<file path="src/rtl/agr_pkg.sv">
// package for the gain, pin and radio-data response command block
// assumes a byte-wide command stream already deframed from the serial bus
package agr_pkg;
    localparam logic [7:0] AGR_OP_FIFO_STATUS = 8'h24;
    localparam logic [7:0] AGR_OP_GAIN_QUERY  = 8'h27;
    localparam logic [7:0] AGR_OP_GAIN_FORCE  = 8'h28;
    localparam logic [7:0] AGR_OP_PIN_DRIVE   = 8'h80;
    localparam logic [7:0] AGR_OP_PIN_LEVEL   = 8'h81;
    // argument bit positions
    localparam int AGR_ARG_LATEST_BIT = 2;
    localparam int AGR_ARG_GAIN_OFF_BIT = 0;
    localparam int AGR_STEP_W = 5;
    localparam logic [4:0] AGR_STEP_MAX = 5'h1a;
    localparam logic [4:0] AGR_STEP_RST = 5'h00;
    // status byte bit positions
    localparam int AGR_ST_CTS = 7;
    localparam int AGR_ST_ERR = 6;
    localparam int AGR_ST_SQ  = 3;
    localparam int AGR_ST_RD  = 2;
    localparam int AGR_ST_AQ  = 1;
    localparam int AGR_ST_STC = 0;
    // reply byte indices (status byte is index 0)
    localparam logic [3:0] AGR_RB_GQ_LEN = 4'h2;
    localparam logic [3:0] AGR_RB_FS_LEN = 4'hc;
    localparam logic [1:0] AGR_BLE_NONE  = 2'h0;
    localparam logic [1:0] AGR_BLE_SMALL = 2'h1;
    localparam logic [1:0] AGR_BLE_LARGE = 2'h2;
    localparam logic [1:0] AGR_BLE_BAD   = 2'h3;
    localparam logic [3:0] AGR_SMALL_MAX = 4'h2;
    localparam logic [3:0] AGR_LARGE_MAX = 4'h5;
    localparam int AGR_CMD_CYCLES = 2;
    typedef enum logic [1:0]
    {
        AGR_IDLE = 2'b00,
        AGR_ARG1 = 2'b01,
        AGR_ARG2 = 2'b11,
        AGR_EXEC = 2'b10
    } agr_state_t;
endpackage

</file>
<file path="src/rtl/agr_cmd.sv">
// command interpreter: gain query/force, pin drive/level, radio-data reply
// assumes cmd bytes arrive as one-cycle strobes on clk_sys; the radio-data
// queue head and latest block are given by logic on the same clock
`timescale 1ns/100ps
`default_nettype none
module agr_cmd
    import agr_pkg::*;
(
    input  wire logic        clk_sys,
    input  wire logic        sys_rst,
    input  wire logic        powered_up,
    input  wire logic        cmd_valid,
    input  wire logic  [7:0] cmd_byte,
    input  wire logic        cmd_start,
    input  wire logic        resp_rd,
    input  wire logic  [7:0] int_enable,
    input  wire logic        int_pin_mode,
    input  wire logic        clock_in_mode,
    input  wire logic        out_two_int_level,
    input  wire logic  [7:0] group_queue_count,
    input  wire logic [15:0] head_block_b,
    input  wire logic [15:0] head_block_c,
    input  wire logic [15:0] head_block_d,
    input  wire logic [15:0] latest_block_b,
    input  wire logic  [3:0] err_cnt_a,
    input  wire logic  [3:0] err_cnt_b,
    input  wire logic  [3:0] err_cnt_c,
    input  wire logic  [3:0] err_cnt_d,
    input  wire logic  [3:0] uncorr,
    input  wire logic  [3:0] latest_err_cnt_b,
    input  wire logic        latest_uncorr_b,
    input  wire logic        auto_step_valid,
    input  wire logic  [4:0] auto_step,
    input  wire logic  [3:0] int_flags,
    output logic       [7:0] resp_byte,
    output logic             cts,
    output logic             cmd_err,
    output logic             int_out,
    output logic             gain_control_off_q,
    output logic       [4:0] amp_step_q,
    output logic             general_out_one,
    output logic             general_out_two,
    output logic             general_out_three,
    output logic             out_one_oe,
    output logic             out_two_oe,
    output logic             out_three_oe
);
    // ====================================================================
    // command sequencer
    agr_state_t  state_q;
    logic  [7:0] op_q;
    logic  [7:0] arg1_q;
    logic  [7:0] arg2_q;
    logic        cts_q;
    logic        err_q;
    logic  [1:0] busy_q;
    logic        latest_q;
    logic  [3:0] rd_idx_q;
    logic  [3:0] rd_len_q;
    logic  [7:0] resp_q;
    logic        int_q;
    logic  [2:0] drive_en_q;
    logic  [2:0] level_q;
    logic  [2:0] oe_q;
    logic  [2:0] pin_q;
    logic        exec;
    logic        gated_op;
    logic  [1:0] nargs;
    logic  [1:0] ble_a;
    logic  [1:0] ble_b;
    logic  [1:0] ble_c;
    logic  [1:0] ble_d;
    logic  [1:0] ble_lb;
    logic  [7:0] status_byte;
    logic  [7:0] reply_sel;

    always_comb
    begin
        case (op_q)
            AGR_OP_GAIN_FORCE:  nargs = 2'h2;
            AGR_OP_PIN_DRIVE:   nargs = 2'h1;
            AGR_OP_PIN_LEVEL:   nargs = 2'h1;
            AGR_OP_FIFO_STATUS: nargs = 2'h1;
            default:            nargs = 2'h0;
        endcase
    end

    assign gated_op = (op_q == AGR_OP_GAIN_QUERY)
                   || (op_q == AGR_OP_GAIN_FORCE)
                   || (op_q == AGR_OP_PIN_DRIVE)
                   || (op_q == AGR_OP_PIN_LEVEL);
    assign exec = (state_q == AGR_EXEC) && (busy_q == 2'h0);

    always_ff @(posedge clk_sys)
    begin
        if (sys_rst)
        begin
            state_q <= AGR_IDLE;
            op_q    <= 8'h00;
            arg1_q  <= 8'h00;
            arg2_q  <= 8'h00;
            busy_q  <= 2'h0;
        end
        else
        begin
            case (state_q)
                AGR_IDLE:
                    if (cmd_valid && cmd_start)
                    begin
                        op_q   <= cmd_byte;
                        arg1_q <= 8'h00;
                        arg2_q <= 8'h00;
                        busy_q <= 2'(AGR_CMD_CYCLES - 1);
                        state_q <= AGR_ARG1;
                    end
                AGR_ARG1:
                    if (nargs == 2'h0)
                        state_q <= AGR_EXEC;
                    else if (cmd_valid)
                    begin
                        arg1_q  <= cmd_byte;
                        state_q <= (nargs == 2'h2) ? AGR_ARG2 : AGR_EXEC;
                    end
                AGR_ARG2:
                    if (cmd_valid)
                    begin
                        arg2_q  <= cmd_byte;
                        state_q <= AGR_EXEC;
                    end
                AGR_EXEC:
                    if (busy_q != 2'h0)
                        busy_q <= busy_q - 2'h1;
                    else
                        state_q <= AGR_IDLE;
                default:
                    state_q <= AGR_IDLE;
            endcase
        end
    end

    // ====================================================================
    // clear-to-send and error flags
    always_ff @(posedge clk_sys)
    begin
        if (sys_rst)
            cts_q <= 1'b1;
        else if (cmd_valid && cmd_start && state_q == AGR_IDLE)
            cts_q <= 1'b0;
        else if (exec)
            cts_q <= 1'b1;
    end

    always_ff @(posedge clk_sys)
    begin
        if (sys_rst)
            err_q <= 1'b0;
        else if (exec)
            err_q <= gated_op && !powered_up;
    end

    // ====================================================================
    // gain control
    always_ff @(posedge clk_sys)
    begin
        if (sys_rst)
        begin
            gain_control_off_q <= 1'b0;
            amp_step_q         <= AGR_STEP_RST;
        end
        else if (exec && op_q == AGR_OP_GAIN_FORCE && powered_up)
        begin
            gain_control_off_q <= arg1_q[AGR_ARG_GAIN_OFF_BIT];
            if (arg1_q[AGR_ARG_GAIN_OFF_BIT])
                amp_step_q <= (arg2_q[AGR_STEP_W-1:0] > AGR_STEP_MAX)
                            ? AGR_STEP_MAX : arg2_q[AGR_STEP_W-1:0];
        end
        else if (!gain_control_off_q && auto_step_valid)
            amp_step_q <= auto_step;
    end

    // ====================================================================
    // general outputs
    always_ff @(posedge clk_sys)
    begin
        if (sys_rst)
        begin
            drive_en_q <= 3'h0;
            level_q    <= 3'h0;
        end
        else if (exec && powered_up)
        begin
            if (op_q == AGR_OP_PIN_DRIVE)
                drive_en_q <= arg1_q[3:1];
            if (op_q == AGR_OP_PIN_LEVEL)
                level_q <= arg1_q[3:1];
        end
    end

    // interrupt pin and clock input functions win over drive settings
    always_ff @(posedge clk_sys)
    begin
        if (sys_rst)
        begin
            oe_q  <= 3'h0;
            pin_q <= 3'h0;
        end
        else
        begin
            oe_q[0]  <= drive_en_q[0];
            pin_q[0] <= level_q[0];
            oe_q[1]  <= int_pin_mode ? 1'b1 : drive_en_q[1];
            pin_q[1] <= int_pin_mode ? out_two_int_level : level_q[1];
            oe_q[2]  <= clock_in_mode ? 1'b0 : drive_en_q[2];
            pin_q[2] <= clock_in_mode ? 1'b0 : level_q[2];
        end
    end

    // ====================================================================
    // reply bytes
    agr_ble_enc u_ble_a (.err_count(err_cnt_a), .uncorrectable(uncorr[0]),
                         .level(ble_a));
    agr_ble_enc u_ble_b (.err_count(err_cnt_b), .uncorrectable(uncorr[1]),
                         .level(ble_b));
    agr_ble_enc u_ble_c (.err_count(err_cnt_c), .uncorrectable(uncorr[2]),
                         .level(ble_c));
    agr_ble_enc u_ble_d (.err_count(err_cnt_d), .uncorrectable(uncorr[3]),
                         .level(ble_d));
    agr_ble_enc u_ble_lb (.err_count(latest_err_cnt_b),
                          .uncorrectable(latest_uncorr_b), .level(ble_lb));

    always_comb
    begin
        status_byte = 8'h00;
        status_byte[AGR_ST_CTS] = cts_q;
        status_byte[AGR_ST_ERR] = err_q;
        status_byte[AGR_ST_SQ]  = int_flags[3];
        status_byte[AGR_ST_RD]  = int_flags[2];
        status_byte[AGR_ST_AQ]  = int_flags[1];
        status_byte[AGR_ST_STC] = int_flags[0];
    end

    always_comb
    begin
        reply_sel = 8'h00;
        if (rd_idx_q == 4'h0)
            reply_sel = status_byte;
        else if (op_q == AGR_OP_GAIN_QUERY)
            case (rd_idx_q)
                4'h1: reply_sel = {7'h00, gain_control_off_q};
                4'h2: reply_sel = {3'h0, amp_step_q};
                default: reply_sel = 8'h00;
            endcase
        else if (op_q == AGR_OP_FIFO_STATUS)
            case (rd_idx_q)
                4'h3: reply_sel = group_queue_count;
                4'h6: reply_sel = latest_q ? latest_block_b[15:8]
                                           : head_block_b[15:8];
                4'h7: reply_sel = latest_q ? latest_block_b[7:0]
                                           : head_block_b[7:0];
                4'h8: reply_sel = head_block_c[15:8];
                4'h9: reply_sel = head_block_c[7:0];
                4'ha: reply_sel = head_block_d[15:8];
                4'hb: reply_sel = head_block_d[7:0];
                4'hc: reply_sel = {ble_a, latest_q ? ble_lb : ble_b,
                                   ble_c, ble_d};
                default: reply_sel = 8'h00;
            endcase
    end

    always_ff @(posedge clk_sys)
    begin
        if (sys_rst)
        begin
            rd_idx_q <= 4'h0;
            rd_len_q <= 4'h0;
            latest_q <= 1'b0;
        end
        else if (exec)
        begin
            rd_idx_q <= 4'h0;
            latest_q <= arg1_q[AGR_ARG_LATEST_BIT];
            if (op_q == AGR_OP_GAIN_QUERY && powered_up)
                rd_len_q <= AGR_RB_GQ_LEN;
            else if (op_q == AGR_OP_FIFO_STATUS)
                rd_len_q <= AGR_RB_FS_LEN;
            else
                rd_len_q <= 4'h0;
        end
        else if (resp_rd && rd_idx_q < rd_len_q)
            rd_idx_q <= rd_idx_q + 4'h1;
    end

    always_ff @(posedge clk_sys)
    begin
        if (sys_rst)
            resp_q <= 8'h00;
        else
            resp_q <= reply_sel;
    end

    // all status byte bits, CTS and ERR included, gated by the enable mask onto the interrupt
    always_ff @(posedge clk_sys)
    begin
        if (sys_rst)
            int_q <= 1'b0;
        else
            int_q <= |(status_byte & int_enable);
    end

    assign resp_byte         = resp_q;
    assign cts               = cts_q;
    assign cmd_err           = err_q;
    assign int_out           = int_q;
    assign general_out_one   = pin_q[0];
    assign general_out_two   = pin_q[1];
    assign general_out_three = pin_q[2];
    assign out_one_oe        = oe_q[0];
    assign out_two_oe        = oe_q[1];
    assign out_three_oe      = oe_q[2];
endmodule
`default_nettype wire

</file>
<file path="src/rtl/agr_ble_enc.sv">
// maps a count of corrected bit errors to a two-bit error level
// assumes the decoder flags an uncorrectable block separately
`timescale 1ns/100ps
`default_nettype none
module agr_ble_enc
    import agr_pkg::*;
(
    input  wire logic [3:0] err_count,
    input  wire logic       uncorrectable,
    output logic      [1:0] level
);
    always_comb
    begin
        if (uncorrectable || err_count > AGR_LARGE_MAX)
            level = AGR_BLE_BAD;
        else if (err_count > AGR_SMALL_MAX)
            level = AGR_BLE_LARGE;
        else if (err_count != 4'h0)
            level = AGR_BLE_SMALL;
        else
            level = AGR_BLE_NONE;
    end
endmodule
`default_nettype wire

</file>
<file path="config.mk">
export PLATFORM = sky130hd
export DESIGN_NAME = agr_cmd
export DESIGN_NICKNAME = d
export VERILOG_FILES = /design/src/rtl/agr_pkg.sv /design/src/rtl/agr_cmd.sv /design/src/rtl/agr_ble_enc.sv
export SDC_FILE = /design/constraint.sdc
export NUM_CORES = 1
export LEC_CHECK = 0
export BUFFER_PORTS_ARGS = -buffer_cell sky130_fd_sc_hd__buf_2
export CORE_UTILIZATION = 40
export DETAILED_ROUTE_END_ITERATION = 10
export PLACE_DENSITY = 0.7
export SETUP_SLACK_MARGIN = 0.05
export SYNTH_ARGS = -nofsm -noshare
export SYNTH_HDL_FRONTEND = slang
export SYNTH_SLANG_ARGS = --single-unit
</file>
<file path="constraint.sdc">
create_clock -name clk_sys -period 2.8 [get_ports clk_sys]
set_input_delay 0.42 -clock clk_sys [delete_from_list [all_inputs] [get_ports clk_sys]]
set_output_delay 0.42 -clock clk_sys [all_outputs]
set_load 0.02 [all_outputs]
</file>
==> results of run 1 <==
[power by group through the flow]
stage	registers, uW	logic [uW]	clock network (uW)
floorplan	935	271	0
global placement	953	426	0
detailed placement	957	434	0
CTS	939	437	952
global route	950	484	1000
finish	941	437	937
[path summary, 6_finish.rpt]
path	to	depth (start not counted)	startpoint
worst max register to register	resp_byte[5]	6	rd_idx_q[0]
worst min register to register	arg2_q[0]	2	arg2_q[0]
worst min-delay path	oe_q[2]	2	clock_in_mode
worst max-delay path	resp_byte[5]	6	rd_idx_q[0]
[through the flow]
stage | cell area (um^2) | instances | util [%]
floorplan | 3378 | 409 | -
global placement | 4228 | 648 | 51.71
detailed placement | 4228 | 648 | 51.71
CTS | 4471 | 664 | 54.68
global route | 4471 | 664 | 54.68
finish | 4471 | 664 | 54.68
[metal layers]
layer | vias up | track usage (%) | part of all wire [%]
met5 | - | 0 | 0
li1 | 1817 | - | -
met4 | 0 | 7.692 | 2.4
met3 | 22 | 6.634 | 7.4
met2 | 135 | 42.76 | 49
met1 | 1713 | 26.29 | 41
[registers in the layout (all words and copies together) (netlist names), 4 cells and up]
register / flops
resp_byte: 8
arg2_q: 5
arg1_q: 4
op_q: 8
amp_step_q: 5
rd_idx_q: 4
[cell type report]
| class | instances | share of cell area [%] |
|---|---|---|
| clock buffer | 10 | 3.079 |
| inverter | 9 | 0.7557 |
| clock inverter | 6 | 2.351 |
| sequential | 57 | 25.52 |
| timing repair buffer | 160 | 18.36 |
| multi-input combinational | 317 | 46.99 |
| tap | 105 | 2.939 |
[critical path, delay by kind of cell, from the launching register on]
kind | cells | cell delay [ps]
AO/OA/AOI/OAI | 2 | 330
adder cells (fa/ha/maj) | 1 | 600
buffers and inverters | 1 | 130
flip-flops | 1 | 330
AND/OR/NAND/NOR | 2 | 870
[cells in the final DEF, fill, tap and decap left out, types with 4 or more instances in the layout]
master       n
buf_2      152
a2111oi_0    4
xnor2_1      7
nand2_1     40
mux2i_1     25
o31ai_1      4
nand3_1     12
a21oi_1     35
nand2b_1     6
nor2b_1      6
nor2_1      46
clkbuf_8    10
a22oi_1     20
inv_1        9
a211oi_1     9
nor4_1       5
o2111ai_1    4
nor3b_1      6
ha_1         7
a311oi_1     5
nor3_1      13
buf_4        8
dfxtp_1     57
o22ai_1      6
[cell families after synthesis]
group                    share of synthesized area (%)
AO/OA/AOI/OAI                                    23.67
XOR/XNOR                                         2.333
flip-flops                                       33.78
buffers and inverters                            4.037
adder cells (fa/ha/maj)                          2.592
AND/OR/NAND/NOR                                  25.11
multiplexers                                     8.481
==> run metrics, run 1 <==
Die ar. 0.008817 mm^2; via count 3687; P per Cell Area 517.7 mW/mm^2; R2R setup slack 480 ps; Critical Path AT 2600 ps; PnR Total Power about 2300 uW; EDFF count, synth 0; worst path cell trace inv_1 -> ha_1 -> o41ai_1 -> or4_4 -> or2_1 -> a21oi_2; pin count of the biggest net entering global routing 32; DR vias/cell 5.553; combinational power share approximately a fifth; Core ar. ~0.008 mm^2; gpl congestion 0.8639; Switching Fraction ~28%; Req. time, crit path 3080 ps; slowest stage cell, crit path ha_1; Clock Pin Slew Worst Setup and Hold Paths 70 ps; CTS root buf clkbuf_8; worst setup slack after layout 476.5 ps; Wirelength per Cell 15.56 um; RSZ-0062 raised after global routing false; async set-reset flop share out of synthesis 0%; register area share after synthesis roughly 34%; TritonCTS clock tree built; number of fill cells in the layout 794; Initial DRT Pass Iterations 5; count of different cell masters after synthesis 59; clock tree buffer depth 2; syn_nets 548; global-route wire length before repair 16210 um; top cell type's share of synthesized area 33.78%; Final setup viols 0; Worst-Margin Slew 833.2 ps; area of the multi-input gates 0.002101 mm^2; post-cts gate resize count 0; Seq. cell area between 0.001 and 0.0015 mm^2; # diodes 0; num ports 155; Net Sw Power roughly 650 uW; flops & latches, synth between 50 and 60; Crit path largest cell delay 600 ps; crit-path max FO 18; critical path startpoint category register; Routed WL 10340 um; clock latency at the later pin of the worst-skew pair 340 ps; Port Buffers ~150; Leak Pwr 0.001834 uW; Mean Syn Cell Area 8.260 um^2; Setup Crit Path Kind register to register; Post-route DRC 0; Slew HR 44.38%; hold crit path type input port to register; total number of H-tree levels 3; Synth Cell Area 0.003378 mm^2; max-cap viol count 0; VDD IR max 499.9 uV; Initial Utilization approximately two fifths; # rows 33; GRT overflow 0; drt initial violations 161; Cell Int Power 1669 uW; top_reg_cell synth dfxtp_1; layout cell share with drive strength beyond 1 between 30% and 40%; post-route clock skew 4.580 ps; most numerous cell in the Yosys netlist dfxtp_1; part of the cycle the worst path needs 82.98%; clock share of power 40.5%; Layout area overhead 32.33%; setup_tns 0 ps; Mapped Cells 409; vias in the first global route around 3600; CTS Buf Count 9; hold_buf cts 0; hold slack ~250 ps; # nets final roughly 690; Die Width 93.90 um; DP Wirelength 8142 um; status finished, final reports clean; clock sink total 57; Setup WS pre-CTS 521.4 ps; Period minus WS final 2323 ps; endpoints failing hold 0; Max Freq 0.4304 GHz; Max Slew Vio Count 0; Synth top cells by count dfxtp_1, nor2_1, nand2_1; CP endpoint kind register; synth warn 0; Post-CTS Setup Inserts 0; initial antenna violation count 0; gr usage total between 20% and 30%; Reg power frac 40.6%; Synth area leaders dfxtp_1, mux2i_1, a21oi_1, nor2_1, a22oi_1; antenna-violating nets left 0; Synth area leader dfxtp_1; Die Ht 93.90 um
Power figures use the tool's default switching activity.
==> run 2: changes to the inputs <==
==> constraint.sdc (replaced) <==
create_clock -name clk_sys -period 2.3 [get_ports clk_sys]
set_input_delay 0.345 -clock clk_sys [delete_from_list [all_inputs] [get_ports clk_sys]]
set_output_delay 0.345 -clock clk_sys [all_outputs]
set_load 0.02 [all_outputs]
==> run metrics, run 2 (synthesized netlist as in run 1, its figures left out) <==
Post-CTS Setup Inserts 0 (unchanged); endpoints failing hold 0 (unchanged); Worst Path Buf+Inv 0 (-1); Clock Pin Slew Worst Setup and Hold Paths 70 ps (about the same); most frequent cells in the layout buf_2, dfxtp_1, nor2_1, nand2_1, a21oi_1; Initial DRT Pass Iterations 5 (unchanged); clock latency at the later pin of the worst-skew pair 350 ps (about the same); number of fill cells in the layout 786 (-1.0%); gr usage total 23.85% (+0.28 points); Crit path largest cell delay 590 ps (about the same); # rows 33 (unchanged); area of the multi-input gates 0.002101 mm^2 (unchanged); worst setup slack after layout 186.1 ps (-290.4 ps); Period minus WS final 2114 ps (-209.6 ps); num ports 155 (unchanged); DP Wirelength 8201 um (+0.73%); Setup WS pre-CTS 229.3 ps (-292.1 ps); hold crit path type input port to register; Largest delay share family, worst path simple AND/OR/NAND/NOR gates; worst path cell trace or4b_1 -> or4b_1 -> a211oi_1 -> nor3_1 -> nor3_2; Max Slew Vio Count 0 (unchanged); global-route wire length before repair 16220 um (about the same); Seq. cell area 0.001141 mm^2 (unchanged); pin count of the biggest net entering global routing 32 (unchanged); Port Buffers 152 (unchanged); Core ar. 0.008175 mm^2 (unchanged); commonest non-fill, non-tap cell in the layout buf_2; max-cap viol count 0 (unchanged); RSZ-0062 raised after global routing false; CTS Buf Count 9 (unchanged); Req. time, crit path 2580 ps (-500 ps); post-cts gate resize count 0 (unchanged); crit-path max FO 5 (-13); CP endpoint kind register; post-route clock skew 9.122 ps (+4.542 ps); GRT overflow 0 (unchanged); Worst-Margin Slew 682.7 ps (-150.5 ps); setup_tns 0 ps (unchanged); R2R setup slack 190 ps (-290 ps); TritonCTS clock tree built; Layout area overhead 33.48%; Die Width 93.90 um (unchanged); part of the cycle the worst path needs 91.91% (+8.9 points); clock tree buffer depth 2 (unchanged); total number of H-tree levels 3 (unchanged); hold slack 160.2 ps (-89.21 ps); Wirelength per Cell 15.36 um (-1.3%); Final setup viols 0 (unchanged); layout cell share with drive strength beyond 1 35.27% (+0.93 points); initial antenna violation count 1 (+1); Max Freq 0.4731 GHz (+9.9%); Post-Layout Cell Count 673 (+1.4%); slowest stage cell, crit path or4b_1; VDD IR max 476.7 uV (-4.7%); Placed Cells 656 (+1.2%); Slew HR 53.89% (+9.5 points); Critical Path AT 2390 ps (-210 ps); Initial Utilization 41.32% (unchanged); Setup Crit Path Kind register to register; hold_buf cts 0 (unchanged); Leak Pwr 0.001855 uW (+1.2%); antenna-violating nets left 0 (unchanged); Die ar. 0.008817 mm^2 (unchanged); gpl congestion 0.8780 (+1.6%); clock sink total 57 (unchanged); via count 3728 (+1.1%); Die Ht 93.90 um (unchanged); Util after Layout 55.16% (+0.47 points); # nets final 701 (+1.2%); CTS root buf clkbuf_8; Post-route DRC 0 (unchanged); P per Cell Area 601.3 mW/mm^2 (+16%); critical path's most frequent cell or4b_1; critical path startpoint category register; drt initial violations 191 (+19%); status finished, final reports clean; DR vias/cell 5.539 (-0.24%); vias in the first global route 3488 (-1.9%); Routed WL 10340 um (about the same)
run 2: changes by cell type in the layout (fill, tap and decap cells not counted):
cell and change:
clkinv_2 -1, buf_4 +8, clkinvlp_4 +1, bufinv_16 -1, diode_2 +1, clkbuf_8 -1
clkinv_4 +2
run 2: report_power, final:
group          internal, uW  switching, uW  leakage, uW  total [uW]
clock                   608            422     0.000109        1030
combinational           244            293      0.00128         537
sequential             1050           96.0     0.000464        1140
run 2: stage by stage:
stage / instance area, um^2 / power (uW)
after floorplan: 3378 / 1468
after global placement: 4288 / 1682
after detailed placement: 4288 / 1699
after CTS: 4507 / 2726
after global routing: 4509 / 2841
final: 4509 / 2711
run 2: worst paths after layout:
kind	to	depth (start not counted)	from
min	oe_q[2]	2	clock_in_mode
min reg2reg	arg1_q[0]	2	arg1_q[0]
max reg2reg	cmd_err	5	op_q[4]
max	cmd_err	5	op_q[4]
run 2: cell type report:
cell class	count	area share [%]
flip-flops and latches	57	25.31
multi-input cells	317	46.59
clock inverters	7	2.109
diodes	1	0.05549
repair buffers	168	19.53
inverters	9	0.7492
clock buffers	9	2.747
well taps	105	2.913
run 2: metal layers:
| layer | global-route usage (%) | vias to the layer above | wire (um) |
|---|---|---|---|
| li1 | - | 1839 | - |
| met1 | 26.50 | 1722 | 4212 |
| met2 | 42.82 | 144 | 5133 |
| met3 | 6.796 | 23 | 738 |
| met4 | 8.846 | 0 | 255 |
| met5 | 0 | - | 0 |
==> run 3: changes to the inputs <==
--- a/config.mk
+++ b/config.mk
@@ -8,7 +8,7 @@
 export BUFFER_PORTS_ARGS = -buffer_cell sky130_fd_sc_hd__buf_2
 export CORE_UTILIZATION = 40
 export DETAILED_ROUTE_END_ITERATION = 10
-export PLACE_DENSITY = 0.7
+export PLACE_DENSITY = 0.8
 export SETUP_SLACK_MARGIN = 0.05
 export SYNTH_ARGS = -nofsm -noshare
 export SYNTH_HDL_FRONTEND = slang
==> run metrics, run 3 (synthesized netlist as in run 1, its figures left out) <==
status finished, final reports clean; most frequent cells in the layout buf_2, dfxtp_1, nor2_1, nand2_1, a21oi_1; part of the cycle the worst path needs 91.52% (-0.39 points); Reg power frac 43.5% (+1.3 points); TritonCTS clock tree built; Die Width 93.90 um (unchanged); commonest non-fill, non-tap cell in the layout buf_2; total number of H-tree levels 3 (unchanged); post-route clock skew 6.755 ps (-2.367 ps); Routed WL 10580 um (+2.3%); gr usage total 24.22% (+0.37 points); Leak Pwr 0.001850 uW (-0.28%); num ports 155 (unchanged); number of fill cells in the layout 773 (-1.7%); layout cell share with drive strength beyond 1 35.39% (+0.11 points); Setup Crit Path Kind register to register; post-cts gate resize count 0 (unchanged); Min-Delay Endpoint pin_q[2]; drt initial violations 171 (-10%); clock share of power 36.0% (-2.0 points); Net Sw Power 813.1 uW (+0.22%); Post-CTS Setup Inserts 0 (unchanged); Period minus WS final 2105 ps (-8.906 ps); combinational power share 20.5% (+0.7 points); crit-path max FO 5 (unchanged); clock latency at the later pin of the worst-skew pair 340 ps (about the same); Max Slew Vio Count 0 (unchanged); setup_tns 0 ps (unchanged); critical path startpoint category register; DR vias/cell 5.566 (+0.48%); Cell Int Power 1822 uW (-4.1%); Req. time, crit path 2570 ps (about the same); VDD IR max 436.4 uV (-8.5%); gpl congestion 0.9315 (+6.1%); Wirelength per Cell 15.67 um (+2.0%); Switching Fraction 30.86% (+0.93 points); via count 3757 (+0.78%); Initial Utilization 41.32% (unchanged); hold crit path type input port to register; start point of the critical path op_q[4]; finished layout cell area 0.004506 mm^2 (about the same); Die Ht 93.90 um (unchanged); placed cell areas 0.004295 mm^2 (+0.18%); Core ar. 0.008175 mm^2 (unchanged); Die ar. 0.008817 mm^2 (unchanged); pin count of the biggest net entering global routing 44 (+38%); Port Buffers 152 (unchanged); R2R setup slack 200 ps (about the same); FF-to-FF End cmd_err; GRT overflow 0 (unchanged); # nets final 702 (+0.14%); initial antenna violation count 2 (+1); endpoints failing hold 0 (unchanged); CP endpoint kind register; hold_buf cts 0 (unchanged); global-route wire length before repair 16460 um (+1.5%); WL met3 807 um (+9.3%); clock sink total 57 (unchanged); Layout area overhead 33.37% (about the same); CTS Buf Count 9 (unchanged); Critical Path AT 2370 ps (-20 ps); antenna-violating nets left 0 (unchanged); Max Used Layer met4; Max Freq 0.4751 GHz (+0.42%); R2R cell count 5 (unchanged); hold depth 2 (unchanged); Final setup viols 0 (unchanged); hold path start clock_in_mode; Worst R2R Start op_q[4]; max-cap viol count 0 (unchanged); P per Cell Area 584.8 mW/mm^2 (-2.7%); Met2 Routed Length 5291 um (+3.1%); Slew HR 45.06% (-8.8 points); # rows 33 (unchanged); RSZ-0062 raised after global routing false; Clock Pin Slew Worst Setup and Hold Paths 70 ps (about the same); vias in the first global route 3621 (+3.8%); DP Wirelength 8427 um (+2.8%); CTS root buf clkbuf_8; Worst-Margin Slew 824.1 ps (+141.4 ps); Post-route DRC 0 (unchanged); clock tree buffer depth 2 (unchanged); M1 WL 4123 um (-2.1%); Initial DRT Pass Iterations 4 (-1)
## run 3: cell count changes in the layout (fill, tap and decap cells not counted)
cell | before | now
bufinv_16 | 2 | 1
buf_4 | 16 | 17
clkbuf_8 | 9 | 10
clkinvlp_4 | 1 | 2
clkinv_2 | 2 | 1
diode_2 | 1 | 2
## run 3: worst max-delay path, cell delays in order (launching register included)
cell,delay (ps)
dfxtp_1,380
or4b_1,590
or4b_1,530
a211oi_1,280
nor3_1,100
nor3_2,150
## run 3: worst max-delay path by stage
stage,cells after the start,slack [ps],to
floorplan,8,300,resp_byte[5]
global placement,5,240,drive_en_q[1]
detailed placement,5,210,cmd_err
CTS,5,190,resp_byte[3]
global route,5,60,amp_step_q[2]
finish,5,200,cmd_err
## run 3: metrics by stage
stage	setup slack [ps]	power, uW	utilization (%)	std cells	hold WS, ps
6_report	195.0	2635	55.11	675	171.6
3_5_place_dp	209.5	1702	52.54	657	454.9
2_1_floorplan	299.4	1468	-	409	421.1
3_3_place_gp	244.8	1684	52.54	657	445.6
5_1_grt	57.25	2764	55.11	675	171.8
4_1_cts	193.1	2652	55.05	673	153.5
## run 3: power by group through the flow
stage / combinational [uW] / clock [uW] / sequential (uW)
after floorplan: 330 / 0 / 1140
after global placement: 520 / 0 / 1160
after detailed placement: 536 / 0 / 1170
after CTS: 538 / 969 / 1150
after global routing: 601 / 1010 / 1160
final: 540 / 948 / 1150
## run 3: layout make-up
type,count,area (um^2),area share [%]
multi-input combinational,317,2101,46.63
sequential,57,1141,25.33
timing repair buffer,169,888.4,19.72
clock buffer,10,137.6,3.055
tap,105,131.4,2.916
clock inverter,6,67.56,1.500
inverter,9,33.78,0.7498
antenna,2,5.005,0.1111
## run 3: routing by layer
layer  vias up  GRT usage [%]
met2       153          44.16
met3        31          6.068
met5         -              0
met4         0          11.28
met1      1736          25.97
li1       1837              -
